### src/logic/ebcth_defs.vh
`ifndef EBCTH_DEFS_VH
`define EBCTH_DEFS_VH

// Register byte addresses on the internal CPU bus
`define EBCTH_ADDR_CMP0_U0  16'hFF18
`define EBCTH_ADDR_CMP1_U0  16'hFF19
`define EBCTH_ADDR_CMP0_U1  16'hFF1A
`define EBCTH_ADDR_CMP1_U1  16'hFF1B
`define EBCTH_ADDR_MODE_U0  16'hFF69
`define EBCTH_ADDR_MODE_U1  16'hFF6C

// Reset values
`define EBCTH_RST_BYTE      8'h00
`define EBCTH_RST_CNT       8'h00
`define EBCTH_READ_ZERO     8'h00

// Mode register fields
`define EBCTH_BIT_EN        7
`define EBCTH_CKS_HI        6
`define EBCTH_CKS_LO        4
`define EBCTH_MD_HI         3
`define EBCTH_MD_LO         2
`define EBCTH_BIT_LEV       1
`define EBCTH_BIT_OE        0

// Operating modes
`define EBCTH_MD_INTERVAL   2'h0
`define EBCTH_MD_CARRIER    2'h1
`define EBCTH_MD_PWM        2'h2

// Clock select codes
`define EBCTH_CKS_C0        3'h0
`define EBCTH_CKS_C1        3'h1
`define EBCTH_CKS_C2        3'h2
`define EBCTH_CKS_C3        3'h3
`define EBCTH_CKS_C4        3'h4
`define EBCTH_CKS_EXT       3'h5

// Divider exponents of the high speed system clock, per unit
`define EBCTH_U0_EXP1       1
`define EBCTH_U0_EXP2       2
`define EBCTH_U0_EXP3       6
`define EBCTH_U0_EXP4       10
`define EBCTH_U1_EXP1       2
`define EBCTH_U1_EXP2       4
`define EBCTH_U1_EXP3       6
`define EBCTH_U1_EXP4       12

// Prescaler and internal oscillator divider widths
`define EBCTH_PRE_W         12
`define EBCTH_OSC_DIV_W     7
`define EBCTH_OSC_DIV_LAST  7'h7F
`define EBCTH_PRE_ONE       12'h001
`define EBCTH_OSC_ONE       7'h01

`endif

### src/logic/ebcth_clksel.v
`timescale 1ns/10ps
`include "ebcth_defs.vh"

// Count clock enable for one unit: one-cycle ticks from prescaler taps or an external tick
module ebcth_clksel #(
	parameter P_UNIT = 0
) (
	input  wire [`EBCTH_PRE_W-1:0] i_pre,
	input  wire [2:0]              i_sel,
	input  wire                    i_ext_tick,
	output reg                     o_tick
);

	function tap;
		input [`EBCTH_PRE_W-1:0] pre;
		input integer            e;
		reg   [`EBCTH_PRE_W-1:0] mask;
		begin
			mask = (`EBCTH_PRE_ONE << e) - `EBCTH_PRE_ONE;
			tap  = ((pre & mask) == mask);
		end
	endfunction

	always @* begin
		o_tick = 1'b0;
		if (i_sel == `EBCTH_CKS_C0) begin
			o_tick = 1'b1;
		end else if (i_sel == `EBCTH_CKS_C1) begin
			o_tick = tap(i_pre, (P_UNIT == 0) ? `EBCTH_U0_EXP1 : `EBCTH_U1_EXP1);
		end else if (i_sel == `EBCTH_CKS_C2) begin
			o_tick = tap(i_pre, (P_UNIT == 0) ? `EBCTH_U0_EXP2 : `EBCTH_U1_EXP2);
		end else if (i_sel == `EBCTH_CKS_C3) begin
			o_tick = tap(i_pre, (P_UNIT == 0) ? `EBCTH_U0_EXP3 : `EBCTH_U1_EXP3);
		end else if (i_sel == `EBCTH_CKS_C4) begin
			o_tick = tap(i_pre, (P_UNIT == 0) ? `EBCTH_U0_EXP4 : `EBCTH_U1_EXP4);
		end else if (i_sel == `EBCTH_CKS_EXT) begin
			o_tick = i_ext_tick;
		end
	end

endmodule

### src/logic/ebcth_timer.v
// How it works
// - Primary compare: 8-bit byte register, reset zero.
// - Secondary compare buffered; transfers on secondary match.
// - Write colliding with transfer cancels that transfer.
// - Carrier mode: secondary match interrupts, clears counter.
// - Enable low stops and zeroes counter; high counts.
// - Clock select picks prescaler tap, companion (first unit) or oscillator (second unit).
// - Mode field selects interval, PWM or carrier (carrier on second unit only).
// - Level bit sets default except in carrier; output enable bit gates output.
// - Mode register byte writable, bits 7, 1 and 0 also bit writable, reset zero.
// - Second unit uses companion interrupt for carrier.
// - Interval: primary match interrupts and clears counter.
// - Interval: secondary compare matches are ignored.
`timescale 1ns/10ps
`include "ebcth_defs.vh"

module ebcth_timer (
	input  wire        i_core_clk,
	input  wire        i_rstn,
	input  wire [15:0] i_addr,
	input  wire [7:0]  i_wdata,
	input  wire        i_wr,
	input  wire        i_bit_wr,
	input  wire [2:0]  i_bit_sel,
	input  wire        i_bit_val,
	input  wire        i_rd,
	output reg  [7:0]  o_rdata,
	input  wire        i_companion_timer_output,
	input  wire        i_companion_timer_interrupt,
	input  wire        i_internal_osc_clock,
	output wire [1:0]  o_timer_output_pin,
	output wire [1:0]  o_timer_match_interrupt
);

	// Free running prescaler on the high speed system clock
	reg  [`EBCTH_PRE_W-1:0] pre_q;

	always @(posedge i_core_clk or negedge i_rstn) begin
		if (!i_rstn) begin
			pre_q <= {`EBCTH_PRE_W{1'b0}};
		end else begin
			pre_q <= pre_q + `EBCTH_PRE_ONE;
		end
	end

	// Companion output and oscillator pin inputs pass two flip-flops before use; the companion interrupt is used directly
	reg  [1:0] cto_sync_q;
	reg  [1:0] osc_sync_q;
	reg        cto_prev_q;
	reg        osc_prev_q;
	reg  [`EBCTH_OSC_DIV_W-1:0] osc_div_q;

	always @(posedge i_core_clk or negedge i_rstn) begin
		if (!i_rstn) begin
			cto_sync_q <= 2'h0;
			osc_sync_q <= 2'h0;
			cto_prev_q <= 1'b0;
			osc_prev_q <= 1'b0;
			osc_div_q  <= {`EBCTH_OSC_DIV_W{1'b0}};
		end else begin
			cto_sync_q <= {cto_sync_q[0], i_companion_timer_output};
			osc_sync_q <= {osc_sync_q[0], i_internal_osc_clock};
			cto_prev_q <= cto_sync_q[1];
			osc_prev_q <= osc_sync_q[1];
			if (osc_sync_q[1] && !osc_prev_q) begin
				osc_div_q <= osc_div_q + `EBCTH_OSC_ONE;
			end
		end
	end

	wire cto_tick = cto_sync_q[1] && !cto_prev_q;
	// Internal oscillator divided by 128 for the second unit
	wire osc_tick = osc_sync_q[1] && !osc_prev_q && (osc_div_q == `EBCTH_OSC_DIV_LAST);

	// Flat views of per-unit registers for the read mux
	wire [15:0] cmp0_v;
	wire [15:0] cmp1_v;
	wire [15:0] mode_v;

	genvar u;
	generate
		for (u = 0; u < 2; u = u + 1) begin : g_unit
			localparam [15:0] A_CMP0 = (u == 0) ? `EBCTH_ADDR_CMP0_U0 : `EBCTH_ADDR_CMP0_U1;
			localparam [15:0] A_CMP1 = (u == 0) ? `EBCTH_ADDR_CMP1_U0 : `EBCTH_ADDR_CMP1_U1;
			localparam [15:0] A_MODE = (u == 0) ? `EBCTH_ADDR_MODE_U0 : `EBCTH_ADDR_MODE_U1;

			reg  [7:0] cmp0_q;
			reg  [7:0] cmp1_q;
			reg  [7:0] act1_q;
			reg  [7:0] mode_q;
			reg  [7:0] cnt_q;
			reg        ff_q;
			reg        gate_q;
			reg        pin_q;
			reg        irq_q;

			wire       wr_cmp0 = i_wr && (i_addr == A_CMP0);
			wire       wr_cmp1 = i_wr && (i_addr == A_CMP1);
			wire       wr_mode = i_wr && (i_addr == A_MODE);
			wire       bit_mode = i_bit_wr && (i_addr == A_MODE) &&
				((i_bit_sel == `EBCTH_BIT_EN) || (i_bit_sel == `EBCTH_BIT_LEV) ||
				 (i_bit_sel == `EBCTH_BIT_OE));

			wire       en   = mode_q[`EBCTH_BIT_EN];
			wire [2:0] cks  = mode_q[`EBCTH_CKS_HI:`EBCTH_CKS_LO];
			wire [1:0] md   = mode_q[`EBCTH_MD_HI:`EBCTH_MD_LO];
			wire       lev  = mode_q[`EBCTH_BIT_LEV];
			wire       oe   = mode_q[`EBCTH_BIT_OE];
			// Internal mode control signals
			wire       pwm_mode = (md == `EBCTH_MD_PWM);
			wire       car_mode = (u == 1) && (md == `EBCTH_MD_CARRIER);
			wire       tick;

			ebcth_clksel #(
				.P_UNIT (u)
			) u_clksel (
				.i_pre      (pre_q),
				.i_sel      (cks),
				.i_ext_tick ((u == 0) ? cto_tick : osc_tick),
				.o_tick     (tick)
			);

			wire       step = en && tick;
			// Carrier mode: low phase ends on primary, high phase on secondary match
			wire       hit0 = step && (cnt_q == cmp0_q) && !(car_mode && ff_q);
			// Secondary match only exists in PWM and carrier modes
			wire       hit1 = step && (cnt_q == act1_q) &&
				(pwm_mode || (car_mode && ff_q));
			wire       clr  = hit0 || (car_mode && hit1);

			// Mode register: byte write or single-bit write
			always @(posedge i_core_clk or negedge i_rstn) begin
				if (!i_rstn) begin
					mode_q <= `EBCTH_RST_BYTE;
				end else if (wr_mode) begin
					mode_q <= i_wdata;
				end else if (bit_mode) begin
					mode_q[i_bit_sel] <= i_bit_val;
				end
			end

			// Compare registers
			always @(posedge i_core_clk or negedge i_rstn) begin
				if (!i_rstn) begin
					cmp0_q <= `EBCTH_RST_BYTE;
					cmp1_q <= `EBCTH_RST_BYTE;
					act1_q <= `EBCTH_RST_BYTE;
				end else begin
					if (wr_cmp0) begin
						cmp0_q <= i_wdata;
					end
					if (wr_cmp1) begin
						cmp1_q <= i_wdata;
					end
					// Stopped: a write loads the active value at once
					if (!en && wr_cmp1) begin
						act1_q <= i_wdata;
					end else if (hit1 && !wr_cmp1) begin
						act1_q <= cmp1_q;
					end
				end
			end

			// Counter
			always @(posedge i_core_clk or negedge i_rstn) begin
				if (!i_rstn) begin
					cnt_q <= `EBCTH_RST_CNT;
				end else if (!en) begin
					cnt_q <= `EBCTH_RST_CNT;
				end else if (clr) begin
					cnt_q <= `EBCTH_RST_CNT;
				end else if (step) begin
					cnt_q <= cnt_q + 8'h01;
				end
			end

			// Output flip-flop and match interrupt
			always @(posedge i_core_clk or negedge i_rstn) begin
				if (!i_rstn) begin
					ff_q  <= 1'b0;
					irq_q <= 1'b0;
				end else begin
					irq_q <= car_mode ? hit1 : hit0;
					if (!en) begin
						ff_q <= car_mode ? 1'b0 : lev;
					end else if (car_mode) begin
						if (hit0) begin
							ff_q <= 1'b1;
						end else if (hit1) begin
							ff_q <= 1'b0;
						end
					end else if (pwm_mode) begin
						if (hit0) begin
							ff_q <= ~lev;
						end else if (hit1) begin
							ff_q <= lev;
						end
					end else if (hit0) begin
						ff_q <= ~ff_q;
					end
				end
			end

			// Carrier burst gate alternates on each companion timer interrupt
			always @(posedge i_core_clk or negedge i_rstn) begin
				if (!i_rstn) begin
					gate_q <= 1'b0;
				end else if (!en || !car_mode) begin
					gate_q <= 1'b0;
				end else if (i_companion_timer_interrupt) begin
					gate_q <= ~gate_q;
				end
			end

			// Registered pin, low while output is disabled
			always @(posedge i_core_clk or negedge i_rstn) begin
				if (!i_rstn) begin
					pin_q <= 1'b0;
				end else if (!oe) begin
					pin_q <= 1'b0;
				end else if (car_mode) begin
					pin_q <= ff_q && gate_q;
				end else begin
					pin_q <= ff_q;
				end
			end

			assign o_timer_output_pin[u]      = pin_q;
			assign o_timer_match_interrupt[u] = irq_q;
			assign cmp0_v[u*8 +: 8]           = cmp0_q;
			assign cmp1_v[u*8 +: 8]           = cmp1_q;
			assign mode_v[u*8 +: 8]           = mode_q;
		end
	endgenerate

	// Read data, one cycle after the read strobe; unmapped reads zero
	reg [7:0] rdata_d;

	always @* begin
		rdata_d = `EBCTH_READ_ZERO;
		if (i_addr == `EBCTH_ADDR_CMP0_U0) begin
			rdata_d = cmp0_v[7:0];
		end else if (i_addr == `EBCTH_ADDR_CMP1_U0) begin
			rdata_d = cmp1_v[7:0];
		end else if (i_addr == `EBCTH_ADDR_CMP0_U1) begin
			rdata_d = cmp0_v[15:8];
		end else if (i_addr == `EBCTH_ADDR_CMP1_U1) begin
			rdata_d = cmp1_v[15:8];
		end else if (i_addr == `EBCTH_ADDR_MODE_U0) begin
			rdata_d = mode_v[7:0];
		end else if (i_addr == `EBCTH_ADDR_MODE_U1) begin
			rdata_d = mode_v[15:8];
		end
	end

	always @(posedge i_core_clk or negedge i_rstn) begin
		if (!i_rstn) begin
			o_rdata <= `EBCTH_READ_ZERO;
		end else if (i_rd) begin
			o_rdata <= rdata_d;
		end
	end

endmodule

### config.mk
export PLATFORM = sky130hd
export DESIGN_NAME = ebcth_timer
export DESIGN_NICKNAME = d
export VERILOG_FILES = /design/src/logic/ebcth_clksel.v /design/src/logic/ebcth_timer.v
export VERILOG_INCLUDE_DIRS = /design/src /design/src/logic
export SDC_FILE = /design/constraint.sdc
export NUM_CORES = 1
export LEC_CHECK = 0
export BUFFER_PORTS_ARGS = -buffer_cell sky130_fd_sc_hd__buf_2
export CORE_UTILIZATION = 30
export CTS_CLUSTER_SIZE = 30
export DETAILED_ROUTE_END_ITERATION = 8
export HOLD_SLACK_MARGIN = 0.08
export SYNTH_ARGS = -nofsm -noshare
export SYNTH_HDL_FRONTEND = slang
export SYNTH_SLANG_ARGS = --single-unit
### constraint.sdc
create_clock -name i_core_clk -period 2.57 [get_ports i_core_clk]
set_input_delay 0.3855 -clock i_core_clk [delete_from_list [all_inputs] [get_ports i_core_clk]]
set_output_delay 0.3855 -clock i_core_clk [all_outputs]
set_load 0.01 [all_outputs]
=== Yosys cells after proc, flatten, opt, wreduce, memory -nomap -nowiden ===
Cells that the tools add are included.

* $add $sub $neg: 4
* Multiply operators: 0
* Divide/modulo/power cells: 0
* Magnitude comparators: 2
* Equal/unequal tests: 37
* Shift operators: 0
* Multiplexer cells: 56
* Bitwise operators: 5
* Reductions and logical operators: 53

{| class="wikitable"
|+ Operator list
! cell !! count
|-
| 2-to-1 mux 8 bit || 20
|-
| equality test 16 bit (second input constant) || 6
|-
| 2-to-1 mux 1 bit || 33
|-
| equality test 8 bit || 4
|-
| logical AND 1 bit || 30
|-
| adder 8 x 1 -> 8 bit (second input constant) || 2
|-
| bitwise mux 8 bit || 2
|-
| equality test 3 bit (second input constant) || 5
|-
| inequality test 3 x 1 -> 1 bit (second input constant) || 5
|-
| adder 12 x 1 -> 12 bit (second input constant) || 1
|-
| equality test 12 bit (second input constant) || 1
|-
| equality test 3 x 2 -> 1 bit (second input constant) || 4
|-
| equality test 10 bit (second input constant) || 1
|-
| nonzero test 2 bit || 5
|-
| equality test 3 x 1 -> 1 bit (second input constant) || 3
|-
| zero test 3 bit || 3
|-
| zero test 1 bit || 8
|-
| adder 7 x 1 -> 7 bit (second input constant) || 1
|-
| equality test 7 bit (second input constant) || 1
|-
| equality test 2 bit (second input constant) || 3
|-
| equality test 6 bit (second input constant) || 1
|-
| logical OR 1 bit || 5
|-
| inverter 1 bit || 5
|-
| equality test 4 bit (second input constant) || 1
|-
| 6 further kinds || 7
|}

* Flip-flop bits (word level): 120
* Bits in latches: 0
* Memory bits (writable): 0
* Bits in read-only memories: 0
* Input bits: 36
* Output and inout bits: 12
* Logic and storage cells: 181
* Memories: 0

=== Logic depth before layout (Yosys ltp) ===
Gate-level depths: netlist of the first run.

* Depth after elaboration: 17
* Depth in mapped cells: 8
* Mapped depth without buffers: 7

=== By module ===
From an unflattened synthesis of the first run, not the netlist that was laid out.

* Cells, all modules: 583
* Area, all modules: 6322.3 um^2

{| class="wikitable"
|+ Modules (own cells, without submodules)
! module !! times used !! cells each !! area an instance (um^2) !! sequential area each (um^2)
|-
| ebcth_timer || 1 || 557 || 6162.2 || 3002.9
|-
| ebcth_clksel at g_unit[1].u_clksel || 1 || 14 || 87.6 || 0.0
|-
| ebcth_clksel at g_unit[0].u_clksel || 1 || 12 || 72.6 || 0.0
|}

=== Least setup slack after synthesis of the first run ===
OpenSTA, ideal clock, no wires.

* Path kind: register to register
* Start point: register pre_q[2]
* End point: register g_unit[1].act1_q[0]
* Setup time: 0.125 ns
* Data arrival time: 2.125 ns
* Data required time: 2.445 ns
* Slack: 0.321 ns
* Stages on the path, launching flop included: 8
* Path buffers: 1
* Period minus slack after synthesis: 2.249 ns
* Cell sequence: dfrtp_1 nand4_1 o41ai_1 a32oi_2 and4bb_1 buf_6 mux2_4 mux2_2

* Cells in the longest elaborated chain, start to end: 11
* Elaborated cells on any way between the ends: 13
* Classes of those cells: eq/ne (3); mux (5); reduce/logical (5)

{| class="wikitable"
|+ RTL lines
! element !! RTL line !! text
|-
| from (decl) || ebcth_timer.v:36 || <nowiki>reg [`EBCTH_PRE_W-1:0] pre_q;</nowiki>
|-
| from (signal assigned) || ebcth_timer.v:40 || <nowiki>pre_q <= {`EBCTH_PRE_W{1'b0}};</nowiki>
|-
| from (signal assigned) || ebcth_timer.v:42 || <nowiki>pre_q <= pre_q + `EBCTH_PRE_ONE;</nowiki>
|-
| equality test 12 bit || ebcth_clksel.v:20 || <nowiki>tap = ((pre & mask) == mask);</nowiki>
|-
| 2-to-1 mux 1 bit || ebcth_clksel.v:34 || <nowiki>end else if (i_sel == `EBCTH_CKS_C4) begin</nowiki>
|-
| 2-to-1 mux 1 bit || ebcth_clksel.v:32 || <nowiki>end else if (i_sel == `EBCTH_CKS_C3) begin</nowiki>
|-
| 2-to-1 mux 1 bit * || ebcth_clksel.v:30 || <nowiki>end else if (i_sel == `EBCTH_CKS_C2) begin</nowiki>
|-
| 2-to-1 mux 1 bit * || ebcth_clksel.v:28 || <nowiki>end else if (i_sel == `EBCTH_CKS_C1) begin</nowiki>
|-
| 2-to-1 mux 1 bit * || ebcth_clksel.v:26 || <nowiki>if (i_sel == `EBCTH_CKS_C0) begin</nowiki>
|-
| logical AND 1 bit * || ebcth_timer.v:123 || <nowiki>wire step = en && tick;</nowiki>
|-
| logical AND 1 bit * (2 in a row) || ebcth_timer.v:127 || <nowiki>wire hit1 = step && (cnt_q == act1_q) &&</nowiki>
|-
| logical AND 1 bit * || ebcth_timer.v:158 || <nowiki>end else if (hit1 && !wr_cmp1) begin</nowiki>
|-
| nonzero test 2 bit (no source line) * || -- ||
|-
| to (signal assigned) || ebcth_timer.v:147 || <nowiki>act1_q <= `EBCTH_RST_BYTE;</nowiki>
|-
| to (signal assigned) || ebcth_timer.v:157 || <nowiki>act1_q <= i_wdata;</nowiki>
|-
| to (signal assigned) || ebcth_timer.v:159 || <nowiki>act1_q <= cmp1_q;</nowiki>
|-
| to (decl) || ebcth_timer.v:89 || <nowiki>reg [7:0] act1_q;</nowiki>
|}

Mark *: on every way between the ends. The rest lies on a longest branch, timed or not.
A chain may end at the register's enable or synchronous reset.

=== Worst setup path after layout of the first run ===
* Start point: register g_unit[1].cnt_q[2]
* End point: register g_unit[1].act1_q[1]

* Cells in the longest elaborated chain, start to end: 5

{| class="wikitable"
|+ RTL lines
! element !! RTL line !! text
|-
| from (decl) || ebcth_timer.v:91 || <nowiki>reg [7:0] cnt_q;</nowiki>
|-
| from (signal assigned) || ebcth_timer.v:167 || <nowiki>cnt_q <= `EBCTH_RST_CNT;</nowiki>
|-
| from (signal assigned) || ebcth_timer.v:169 || <nowiki>cnt_q <= `EBCTH_RST_CNT;</nowiki>
|-
| from (signal assigned) || ebcth_timer.v:171 || <nowiki>cnt_q <= `EBCTH_RST_CNT;</nowiki>
|-
| equality test 8 bit || ebcth_timer.v:127 ||
|-
| logical AND 1 bit (2 in a row) || ebcth_timer.v:127 ||
|-
| logical AND 1 bit || ebcth_timer.v:158 ||
|-
| nonzero test 2 bit (no source line) || -- ||
|}

Every way passes these cells.

==> run_results.csv, run 1 <==
group,metric,value,unit
drt,drt_iter0_drc,289,
power,switchingPower,1110,uW
cts,cts_htree_levels,4,
synthesis,synth_edf_count,0,
layout,layout.nets,659,
power,p_per_area,628,nW/um^2
worst_setup_path,worst-path-buf-inv,0,
power,p_comb_share,5.7,%
cts,clock_latency,0.42,ns
die,pin_count,48,
global_route,use_met3,4.65,%
synthesis,synth_cell_type_count,67,
drt,postRouteAntennaNets,0,
place,pre_cts_ws,0.124,ns
synthesis,yosysSeqAreaShare,49.0,%
worst_setup_path,crit_required,2.88,ns
sta,period_share,94.1,%
worst_setup_path,crit_chain,"xor2_1, nor4_1, nand3_1, and4bb_1, mux2_4, mux2_2",
global_route,grt_max_degree,45,
synthesis,synth_area_per_cell,11.1,um^2
drt,vias,4594,
worst_setup_path,cp-start-kind,"flop",
cts,cts_buffers,17,
place,gp_congestion,0.845,
power,power_frac_clock,50.9,%
layout,fillerInstances,1910,
die,fp.dieH,145,um
global_route,use_met2,26.4,%
sta,fin_setup_tns,0,ns
sta,finalHoldViolations,0,
cts,root_buffer,"clkbuf_16",
cts,cts_tree,"done",
drt,first_pass_iters,4,
global_route,grt.overflow.total,0,
drt,route.detailed.drc,0,
sta,slew_viol_final,0,
cts,clkTransAtPathRegs,0.06,ns
sta,max_slew.worst_pin.slew,0.745,ns
synthesis,syn-num-nets,591,
power,swShare,24.0,%
die,chipWidth,145,um
die,die_area,21000,um^2
global_route,grtUsageTotal,16.4,%
run_status,status,"complete, no violations",
die,initial_utilization,31.1,%
sta,timing.final.ws_setup,0.152,ns
global_route,antenna_found_initial,0,
cts,clockBufferDepth,2,
layout,register_area,3000,um^2
layout,post-route-util,37.4,%
global_route,grtUsageMet1,20.9,%
place,dp_hpwl,11900,um
drt,wl_per_cell,18.1,um
layout,n_antenna_cell,0,
die,num_rows,51,
power,p_int,3520,uW
worst_setup_path,cp.arrival,2.72,ns
synthesis,ys_warn_count,0,
worst_setup_path,cp_slowest_cell,"dfrtp_1",
power,ir_drop,0.323,mV
worst_setup_path,critPathCaptureType,"flop",
global_route,grt_pass1_wl,26600,um
synthesis,synthFlopType,"dfrtp_1",
cts,clkSinkCount,120,
place,port_buffers,47,
worst_setup_path,max_stage_delay,0.45,ns
global_route,busiest_layer,"met2",
sta,clock_skew,0.00907,ns
sta,period_minus_slack,2.42,ns
synthesis,async_reset_ff_share,100,%
worst_setup_path,crit_fanout,6,
sta,grt_setup_unrepaired,"no",
drt,via_per_inst,5.12,
drt,finalWirelength,16200,um
synthesis,syn_inst,551,
sta,finalSetupViolations,0,
sta,timing.slew.headroom,50.0,%
global_route,first_global_vias,4758,
power,leakage,0.00365,uW
worst_setup_path,critPathKind,"reg -> reg",
power,seq_power_share,43.4,%
layout,area_growth,20.3,%
run,maxCapViolCount,0,
synthesis,ys_ff_latch,120,
worst_setup_path,critPathTopFamily,"simple AND/OR/NAND/NOR gates",
sta,fmax,414,MHz
layout,layout-drive-gt1-share,22.9,%
synthesis,synthesis.area,6130,um^2
hold_path,hold_path_class,"in -> reg",
die,core,19700,um^2
layout,multi_input_area,2960,um^2
[stage by stage]
stage / std cells / area (um^2) / power, uW / hold slack (ns)
6_report: 897 / 7370 / 4630 / 0.299
5_1_grt: 897 / 7370 / 4830 / 0.302
4_1_cts: 896 / 7360 / 4690 / 0.289
3_5_place_dp: 861 / 6740 / 2310 / 0.340
3_3_place_gp: 861 / 6740 / 2290 / 0.335
2_1_floorplan: 551 / 6130 / 2160 / 0.0899
[power by group through the flow]
stage	logic (uW)	registers [uW]	clock network, uW
finish	264	2010	2360
global placement	249	2040	0
detailed placement	266	2040	0
floorplan	132	2030	0
global route	300	2020	2510
CTS	271	2010	2410
[per-layer routing]
metal	part of all wire [%]	wire [um]
met1	46	7460
met2	48	7810
met3	4.2	677
met4	1.7	269
met5	0	0
[layout make-up]
type | count | share of cell area (%)
sequential | 120 | 40.7
multi-input combinational | 393 | 40.1
clock buffer | 19 | 6.01
timing repair buffer | 69 | 5.74
tap | 265 | 4.50
clock inverter | 13 | 1.99
inverter | 18 | 0.916
[synthesized netlist by cell type, types with 7 or more instances]
master     instances  area share, %
mux2_1            14            2.6
xor2_1            29            4.1
o21ai_0           25            2.0
xnor2_1           21            3.0
mux2_2            34            6.2
mux2i_1           10            1.6
clkbuf_1          12           0.73
nand4_1           12            1.2
nand2_1           29            1.8
nor2_1            27            1.7
o2bb2ai_1          7            1.0
o221ai_1           8            1.1
nand3_1           18            1.5
and3_1            14            1.4
nor3_1             8           0.65
a21oi_1           10           0.82
a21o_1            13            1.6
dfrtp_1          120             49
nor2b_1           17            1.7
a22o_1            20            2.9
inv_1             17            1.0
[flip-flops by register name (all words and copies together) (netlist names)]
name,cells
cto_prev_q,1
cto_sync_q,2
g_unit.act1_q,16
g_unit.cmp0_q,16
g_unit.cmp1_q,16
g_unit.cnt_q,16
g_unit.ff_q,2
g_unit.gate_q,1
g_unit.irq_q,2
g_unit.mode_q,16
g_unit.pin_q,2
o_rdata,8
osc_div_q,7
osc_prev_q,1
osc_sync_q,2
pre_q,12
[kinds of logic (layout without fill, tap and decap cells)]
family / count (synthesis) / in the layout / share of synthesized area [%]
flops: 120 / 120 / 49.0
simple gates: 162 / 162 / 15.2
mux: 61 / 61 / 11.2
buf+inv: 38 / 119 / 2.84
compound gates: 116 / 116 / 13.8
xor+xnor: 50 / 50 / 7.14
fa+ha+maj: 4 / 4 / 0.817
[worst paths after layout]
path | start | end | slack [ns] | depth (start not counted)
hold reg to reg | cto_sync_q[0] | cto_sync_q[1] | 0.35 | 0
min in group asynchronous | i_rstn | g_unit[0].pin_q | 0.47 | 2
hold / removal | i_wdata[7] | g_unit[1].cmp0_q[7] | 0.30 | 2
setup reg to reg | g_unit[1].cnt_q[2] | g_unit[1].act1_q[1] | 0.15 | 6
setup / recovery | g_unit[1].cnt_q[2] | g_unit[1].act1_q[1] | 0.15 | 6
max in group asynchronous | i_rstn | g_unit[1].cnt_q[4] | 1.42 | 3
[cells in the final DEF (no fill, tap or decap), drive strengths merged, types with 2 or more instances in the layout]
master	Yosys	final
dfrtp	120	120
buf	8	66
mux2	51	51
nor2	31	31
nand2	29	29
xor2	29	29
o21ai	28	28
xnor2	21	21
a22o	20	20
inv	17	19
clkbuf	12	19
nand3	18	18
nor2b	17	17
and3	14	14
a21o	13	13
nand4	12	12
a21oi	10	10
mux2i	10	10
nor3	9	9
o221ai	8	8
clkinv	1	8
o2bb2ai	7	7
nand3b	6	6
a221o	6	6
nor4	6	6
o211ai	5	5
a31oi	4	4
ha	4	4
nand2b	3	3
dlygate4sd3	0	3
a21boi	3	3
or3b	3	3
and4	2	2
o31ai	2	2
clkinvlp	0	2
bufinv	0	2
or4b	2	2
or4	2	2
[worst register-to-register path: stages, from the launching register on]
cell	delay, ns
dfrtp_1	0.45
xor2_1	0.19
nor4_1	0.44
nand3_1	0.19
and4bb_1	0.45
mux2_4	0.32
mux2_2	0.26
[timing repair]
| item | CTS | global route |
|---|---|---|
| buffers inserted | 0 | 1 |
| setup endpoints to repair | 0 | 9 |
| hold endpoints to repair | 33 | 0 |
| hold buffers | 3 | 0 |
| gates resized for setup | 0 | 1 |
No activity file was read; power rests on OpenSTA's default activity.
==> inputs of run 2 (changes only) <==
Settings changed: CTS_BUF_LIST set to sky130_fd_sc_hd__clkbuf_4.
==> run_results.csv, run 2 (synthesized netlist as in run 1, its figures left out) <==
group,metric,value,unit
worst_setup_path,critPathCaptureType,"flop",
place,place_inst,861,
layout,final_cells,898,
drt,via_per_inst,5.11,
hold_path,whs_endpoint,"g_unit[1].cmp0_q[7]",
place,place_area,6740,um^2
run_status,status,"complete, no violations",
layout,layout_common_cells,"dfrtp_1, buf_2, mux2_2",
worst_setup_path,critPathTopFamily,"compound AO/OA/AOI/OAI gates",
die,initial_utilization,31.1,%
sta,timing.slew.headroom,49.0,%
hold_path,holdPathStages,2,
global_route,first_global_vias,4693,
sta,period_minus_slack,2.36,ns
drt,drt_iter0_drc,262,
worst_setup_path,cp_slowest_cell,"o41ai_1",
place,gp_congestion,0.845,
die,chipWidth,145,um
power,power,3630,uW
place,dp_hpwl,11900,um
layout,layout-drive-gt1-share,22.9,%
die,pin_count,48,
worst_setup_path,cp-start-kind,"flop",
place,pre_cts_ws,0.124,ns
layout,register_area,3000,um^2
layout,layout.nets,659,
sta,clock_skew,0.0368,ns
global_route,antenna_found_initial,1,
worst_setup_path,timing.rr.start,"pre_q[2]",
worst_setup_path,r2r_cells,6,
hold_path,min-delay-start,"i_wdata[7]",
drt,wl_per_cell,17.7,um
global_route,grt_pass1_wl,25900,um
power,p_per_area,514,nW/um^2
cts,cts_buffers,17,
layout,final_cell_area,7070,um^2
die,fp.dieH,145,um
global_route,grt_max_degree,45,
power,leakage,0.00351,uW
cts,clockBufferDepth,2,
worst_setup_path,crit_required,3.01,ns
run,maxCapViolCount,0,
drt,vias,4588,
sta,fmax,424,MHz
sta,timing.final.ws_setup,0.211,ns
cts,clkSinkCount,120,
sta,grt_setup_unrepaired,"no",
worst_setup_path,crit_fanout,5,
drt,route.detailed.drc,0,
worst_setup_path,worst-path-buf-inv,0,
layout,final_common_cell,"dfrtp_1",
cts,cts_tree,"done",
global_route,grt.overflow.total,0,
sta,finalSetupViolations,0,
hold_path,hold_path_class,"in -> reg",
cts,cts_htree_levels,4,
worst_setup_path,crit_chain,"nand4_1, o41ai_1, a32oi_2, and4bb_2, mux2_4, mux2_2",
layout,fillerInstances,1956,
drt,postRouteAntennaNets,0,
layout,area_growth,15.3,%
sta,max_slew.worst_pin.slew,0.758,ns
place,port_buffers,47,
sta,slew_viol_final,0,
worst_setup_path,r2r_slack,0.21,ns
drt,finalWirelength,15900,um
power,ir_drop,0.223,mV
worst_setup_path,r2r_end,"g_unit[1].act1_q[4]",
die,die_area,21000,um^2
sta,finalHoldViolations,0,
drt,first_pass_iters,4,
die,core,19700,um^2
cts,clkTransAtPathRegs,0.11,ns
cts,clock_latency,0.56,ns
worst_setup_path,critPathKind,"reg -> reg",
worst_setup_path,cp.arrival,2.80,ns
worst_setup_path,max_stage_delay,0.46,ns
cts,root_buffer,"clkbuf_4",
layout,multi_input_area,2950,um^2
sta,fin_setup_tns,0,ns
sta,period_share,91.8,%
global_route,grtUsageTotal,16.0,%
die,num_rows,51,
==> run 2: changes by cell type in the layout (fill, tap and decap cells not counted), sizes merged <==
cell    delta
clkinv     +1
clkbuf     -1
diode      +1
==> run 2: per-stage QoR <==
stage | utilization [%] | hold slack, ns
6_report | 35.8 | 0.162
5_1_grt | 35.8 | 0.129
4_1_cts | 35.8 | 0.139
3_5_place_dp | 34.2 | 0.340
3_3_place_gp | 34.2 | 0.335
2_1_floorplan | - | 0.0899
==> run 2: repair_timing <==
| item | in CTS | in global routing |
|---|---|---|
| gates resized for setup | 0 | 1 |
| endpoints found under the hold margin | 33 | 0 |
| setup endpoints to repair | 0 | 7 |
| hold buffers | 3 | 0 |
| buffers inserted | 0 | 1 |
==> run 2: per-layer routing <==
metal,global-route usage [%],part of all wire [%],up-vias
met5,0,0,-
met4,5.53,1.8,0
met3,4.25,5.0,22
met2,25.9,48,92
met1,20.4,46,2315
li1,-,-,2159
==> run 2: worst max path at each step <==
stage	startpoint	endpoint	slack (ns)	depth (start not counted)
2_1_floorplan	pre_q[2]	g_unit[1].act1_q[0]	0.32	7
3_3_place_gp	i_addr[6]	g_unit[0].act1_q[1]	0.20	6
3_5_place_dp	g_unit[1].cnt_q[6]	g_unit[1].cnt_q[5]	0.12	6
4_1_cts	g_unit[1].cnt_q[6]	g_unit[1].cnt_q[5]	0.12	6
5_1_grt	osc_div_q[0]	g_unit[1].act1_q[4]	0.05	7
6_report	pre_q[2]	g_unit[1].act1_q[4]	0.21	6
==> run 2: where the power goes <==
part | leakage [uW] | internal, uW | switching, uW
combinational | 0.00174 | 109 | 155
sequential | 0.00162 | 1950 | 57.1
clock | 0.000150 | 592 | 772
==> run 2: layout make-up <==
| type | count | share of cell area [%] |
|---|---|---|
| tap | 265 | 4.69 |
| clock inverter | 14 | 2.13 |
| sequential | 120 | 42.5 |
| timing repair buffer | 69 | 5.99 |
| antenna | 1 | 0.0354 |
| clock buffer | 18 | 1.91 |
| multi-input combinational | 393 | 41.8 |
| inverter | 18 | 0.956 |
==> run 2: worst reg2reg max path, delay by kind of cell, from the launching register on <==
kind            cells  cell delay [ns]
compound gates      2             0.65
flops               1             0.44
mux                 2             0.56
simple gates        2             0.60
==> inputs of run 3 (changes only) <==
Settings changed: ABC_AREA set to 1, CTS_CLUSTER_DIAMETER set to 30, SLEW_MARGIN set to 5.
==> run_results.csv, run 3 <==
group,metric,value,unit
power,seq_power_share,50.2,%
drt,via_per_inst,4.66,
synthesis,synthFlopType,"dfrtp_1",
worst_setup_path,crit_fanout,5,
worst_setup_path,critPathCaptureType,"flop",
synthesis,synth_top_area_cell,"dfrtp_1",
worst_setup_path,timing.rr.start,"pre_q[0]",
die,fp.dieH,148,um
global_route,grtUsageTotal,16.1,%
synthesis,ys_top_cells_by_count,"nand2_1, dfrtp_1, nor2_1",
sta,period_minus_slack,2.02,ns
global_route,use_met2,25.5,%
layout,register_area,3000,um^2
drt,first_pass_iters,5,
cts,cts_htree_levels,4,
cts,ctsHoldBuffers,7,
worst_setup_path,crit_start,"pre_q[0]",
cts,clock_latency,0.55,ns
drt,postRouteAntennaNets,0,
power,ir_drop,0.281,mV
place,gp_congestion,0.827,
synthesis,syn_inst,811,
place,place_inst,1118,
global_route,first_global_vias,5111,
sta,fin_setup_tns,0,ns
global_route,antenna_found_initial,1,
worst_setup_path,critPathKind,"reg -> reg",
run,maxCapViolCount,0,
hold_path,hold_path_class,"in -> reg",
layout,fillerInstances,2261,
cts,root_buffer,"clkbuf_4",
layout,area_growth,14.7,%
run_status,status,"complete, no violations",
synthesis,syn-num-nets,851,
worst_setup_path,r2r_slack,0.55,ns
die,chipWidth,148,um
sta,finalHoldViolations,0,
worst_setup_path,cp.arrival,2.46,ns
die,pin_count,48,
sta,slew_viol_final,0,
synthesis,synth_area_per_cell,7.90,um^2
global_route,busiest_layer,"met2",
worst_setup_path,r2r_end,"g_unit[0].act1_q[7]",
sta,period_share,78.8,%
sta,fmax,494,MHz
place,dp_hpwl,12100,um
synthesis,synth_area_leaders,"dfrtp_1, nand2_1, xor2_1",
die,initial_utilization,30.6,%
cts,clkSinkCount,120,
worst_setup_path,r2r_cells,12,
die,num_rows,53,
cts,clkTransAtPathRegs,0.11,ns
power,leakage,0.00365,uW
layout,layout.nets,909,
synthesis,synthesis.area,6410,um^2
sta,timing.slew.headroom,55.0,%
drt,route.detailed.drc,0,
global_route,grt_pass1_wl,27000,um
drt,finalWirelength,16400,um
cts,cts_tree,"done",
sta,clock_skew,0.0184,ns
power,p_comb_share,10.1,%
power,switchingPower,1070,uW
power,p_per_area,552,nW/um^2
layout,final_common_cell,"nand2_1",
synthesis,async_reset_ff_share,100,%
layout,multi_input_area,3010,um^2
synthesis,synth_top_area_share,46.9,%
synthesis,ys_ff_latch,120,
power,power_frac_clock,39.8,%
cts,cts_setup_buffers,0,
worst_setup_path,setup.worst_path.end,"g_unit[0].act1_q[7]",
place,port_buffers,47,
synthesis,synth_most_common_cell,"nand2_1",
sta,timing.final.ws_setup,0.546,ns
global_route,grt_max_degree,121,
synthesis,synth_edf_count,0,
sta,max_slew.worst_pin.slew,0.675,ns
layout,layout_common_cells,"nand2_1, dfrtp_1, nor2_1",
global_route,grtUsageMet1,21.8,%
cts,postCtsResizedCells,0,
synthesis,yosysSeqAreaShare,46.9,%
drt,wl_per_cell,14.1,um
drt,drt_iter0_drc,367,
cts,clockBufferDepth,2,
cts,cts_buffers,17,
place,pre_cts_ws,0.535,ns
synthesis,ys_warn_count,0,
drt,vias,5393,
sta,finalSetupViolations,0,
synthesis,synth_cell_type_count,40,
worst_setup_path,cp-start-kind,"flop",
worst_setup_path,crit_required,3.00,ns
die,die_area,21900,um^2
power,p_int,2990,uW
global_route,use_met3,3.83,%
layout,final_cells,1158,
sta,whs,0.118,ns
layout,layout-drive-gt1-share,14.3,%
sta,grt_setup_unrepaired,"no",
power,swShare,26.3,%
die,core,21000,um^2
global_route,grt.overflow.total,0,
run 3: cell count changes after synthesis, sizes merged, moves of 8 or more:
cell,change
xnor2,-8
inv,+62
nor2,+58
a22o,-20
nand3,+34
o21ai,+44
nand2,+222
o221ai,-8
mux2,-49
nor2b,-17
mux2i,-9
a21o,-13
run 3: cell type report:
cell class / count / share of cell area (%)
clock inverters: 14 / 2.79
flip-flops and latches: 120 / 40.9
diodes: 1 / 0.0341
inverters: 80 / 4.09
repair buffers: 58 / 4.77
well taps: 275 / 4.68
multi-input cells: 592 / 40.9
clock buffers: 18 / 1.84
run 3: power groups by stage:
stage	Combinational (uW)	Clock, uW	Sequential, uW
finish	408	1610	2030
global route	475	1740	2050
CTS	413	1640	2030
detailed placement	409	0	2070
global placement	399	0	2070
floorplan	265	0	2050
run 3: kinds of logic after synthesis:
group	count (synthesis)	share of synthesized area (%)
buffers and inverters	99	6.19
AND/OR/NAND/NOR	440	31.1
adder cells (fa/ha/maj)	4	0.781
XOR/XNOR	49	6.70
flip-flops	120	46.9
AO/OA/AOI/OAI	96	7.83
multiplexers	3	0.508
run 3: critical path: stages (launching register included):
cell and delay (ns):
dfrtp_1 0.40, ha_1 0.23, nand3_2 0.14, o21ai_1 0.16, nand2_1 0.08, a21oi_1 0.21
nand2_1 0.14, nor2_2 0.14, nand2_1 0.08, nor2_2 0.11, nor2_2 0.08, nand2_1 0.08
nand3_1 0.06
run 3: through the flow:
stage | area, um^2 | util [%] | total power, uW
floorplan | 6410 | - | 2320
global placement | 6930 | 33.1 | 2470
detailed placement | 6930 | 33.1 | 2470
CTS | 7340 | 35.0 | 4090
global route | 7350 | 35.1 | 4260
finish | 7350 | 35.1 | 4050
run 3: worst min-delay path by stage:
stage / start / endpoint / depth (start not counted)
global placement: osc_sync_q[0] / osc_sync_q[1] / 0
CTS: i_wdata[6] / g_unit[1].mode_q[6] / 3
floorplan: i_rstn / cto_prev_q / 0
global route: i_wdata[6] / g_unit[1].act1_q[6] / 3
finish: i_wdata[6] / g_unit[1].mode_q[6] / 3
detailed placement: cto_sync_q[0] / cto_sync_q[1] / 0
run 3: layer usage:
| metal | share of wire (%) | up-vias |
|---|---|---|
| li1 | - | 2720 |
| met1 | 48 | 2529 |
| met2 | 46 | 124 |
| met3 | 4.6 | 20 |
| met4 | 1.4 | 0 |
| met5 | 0 | - |
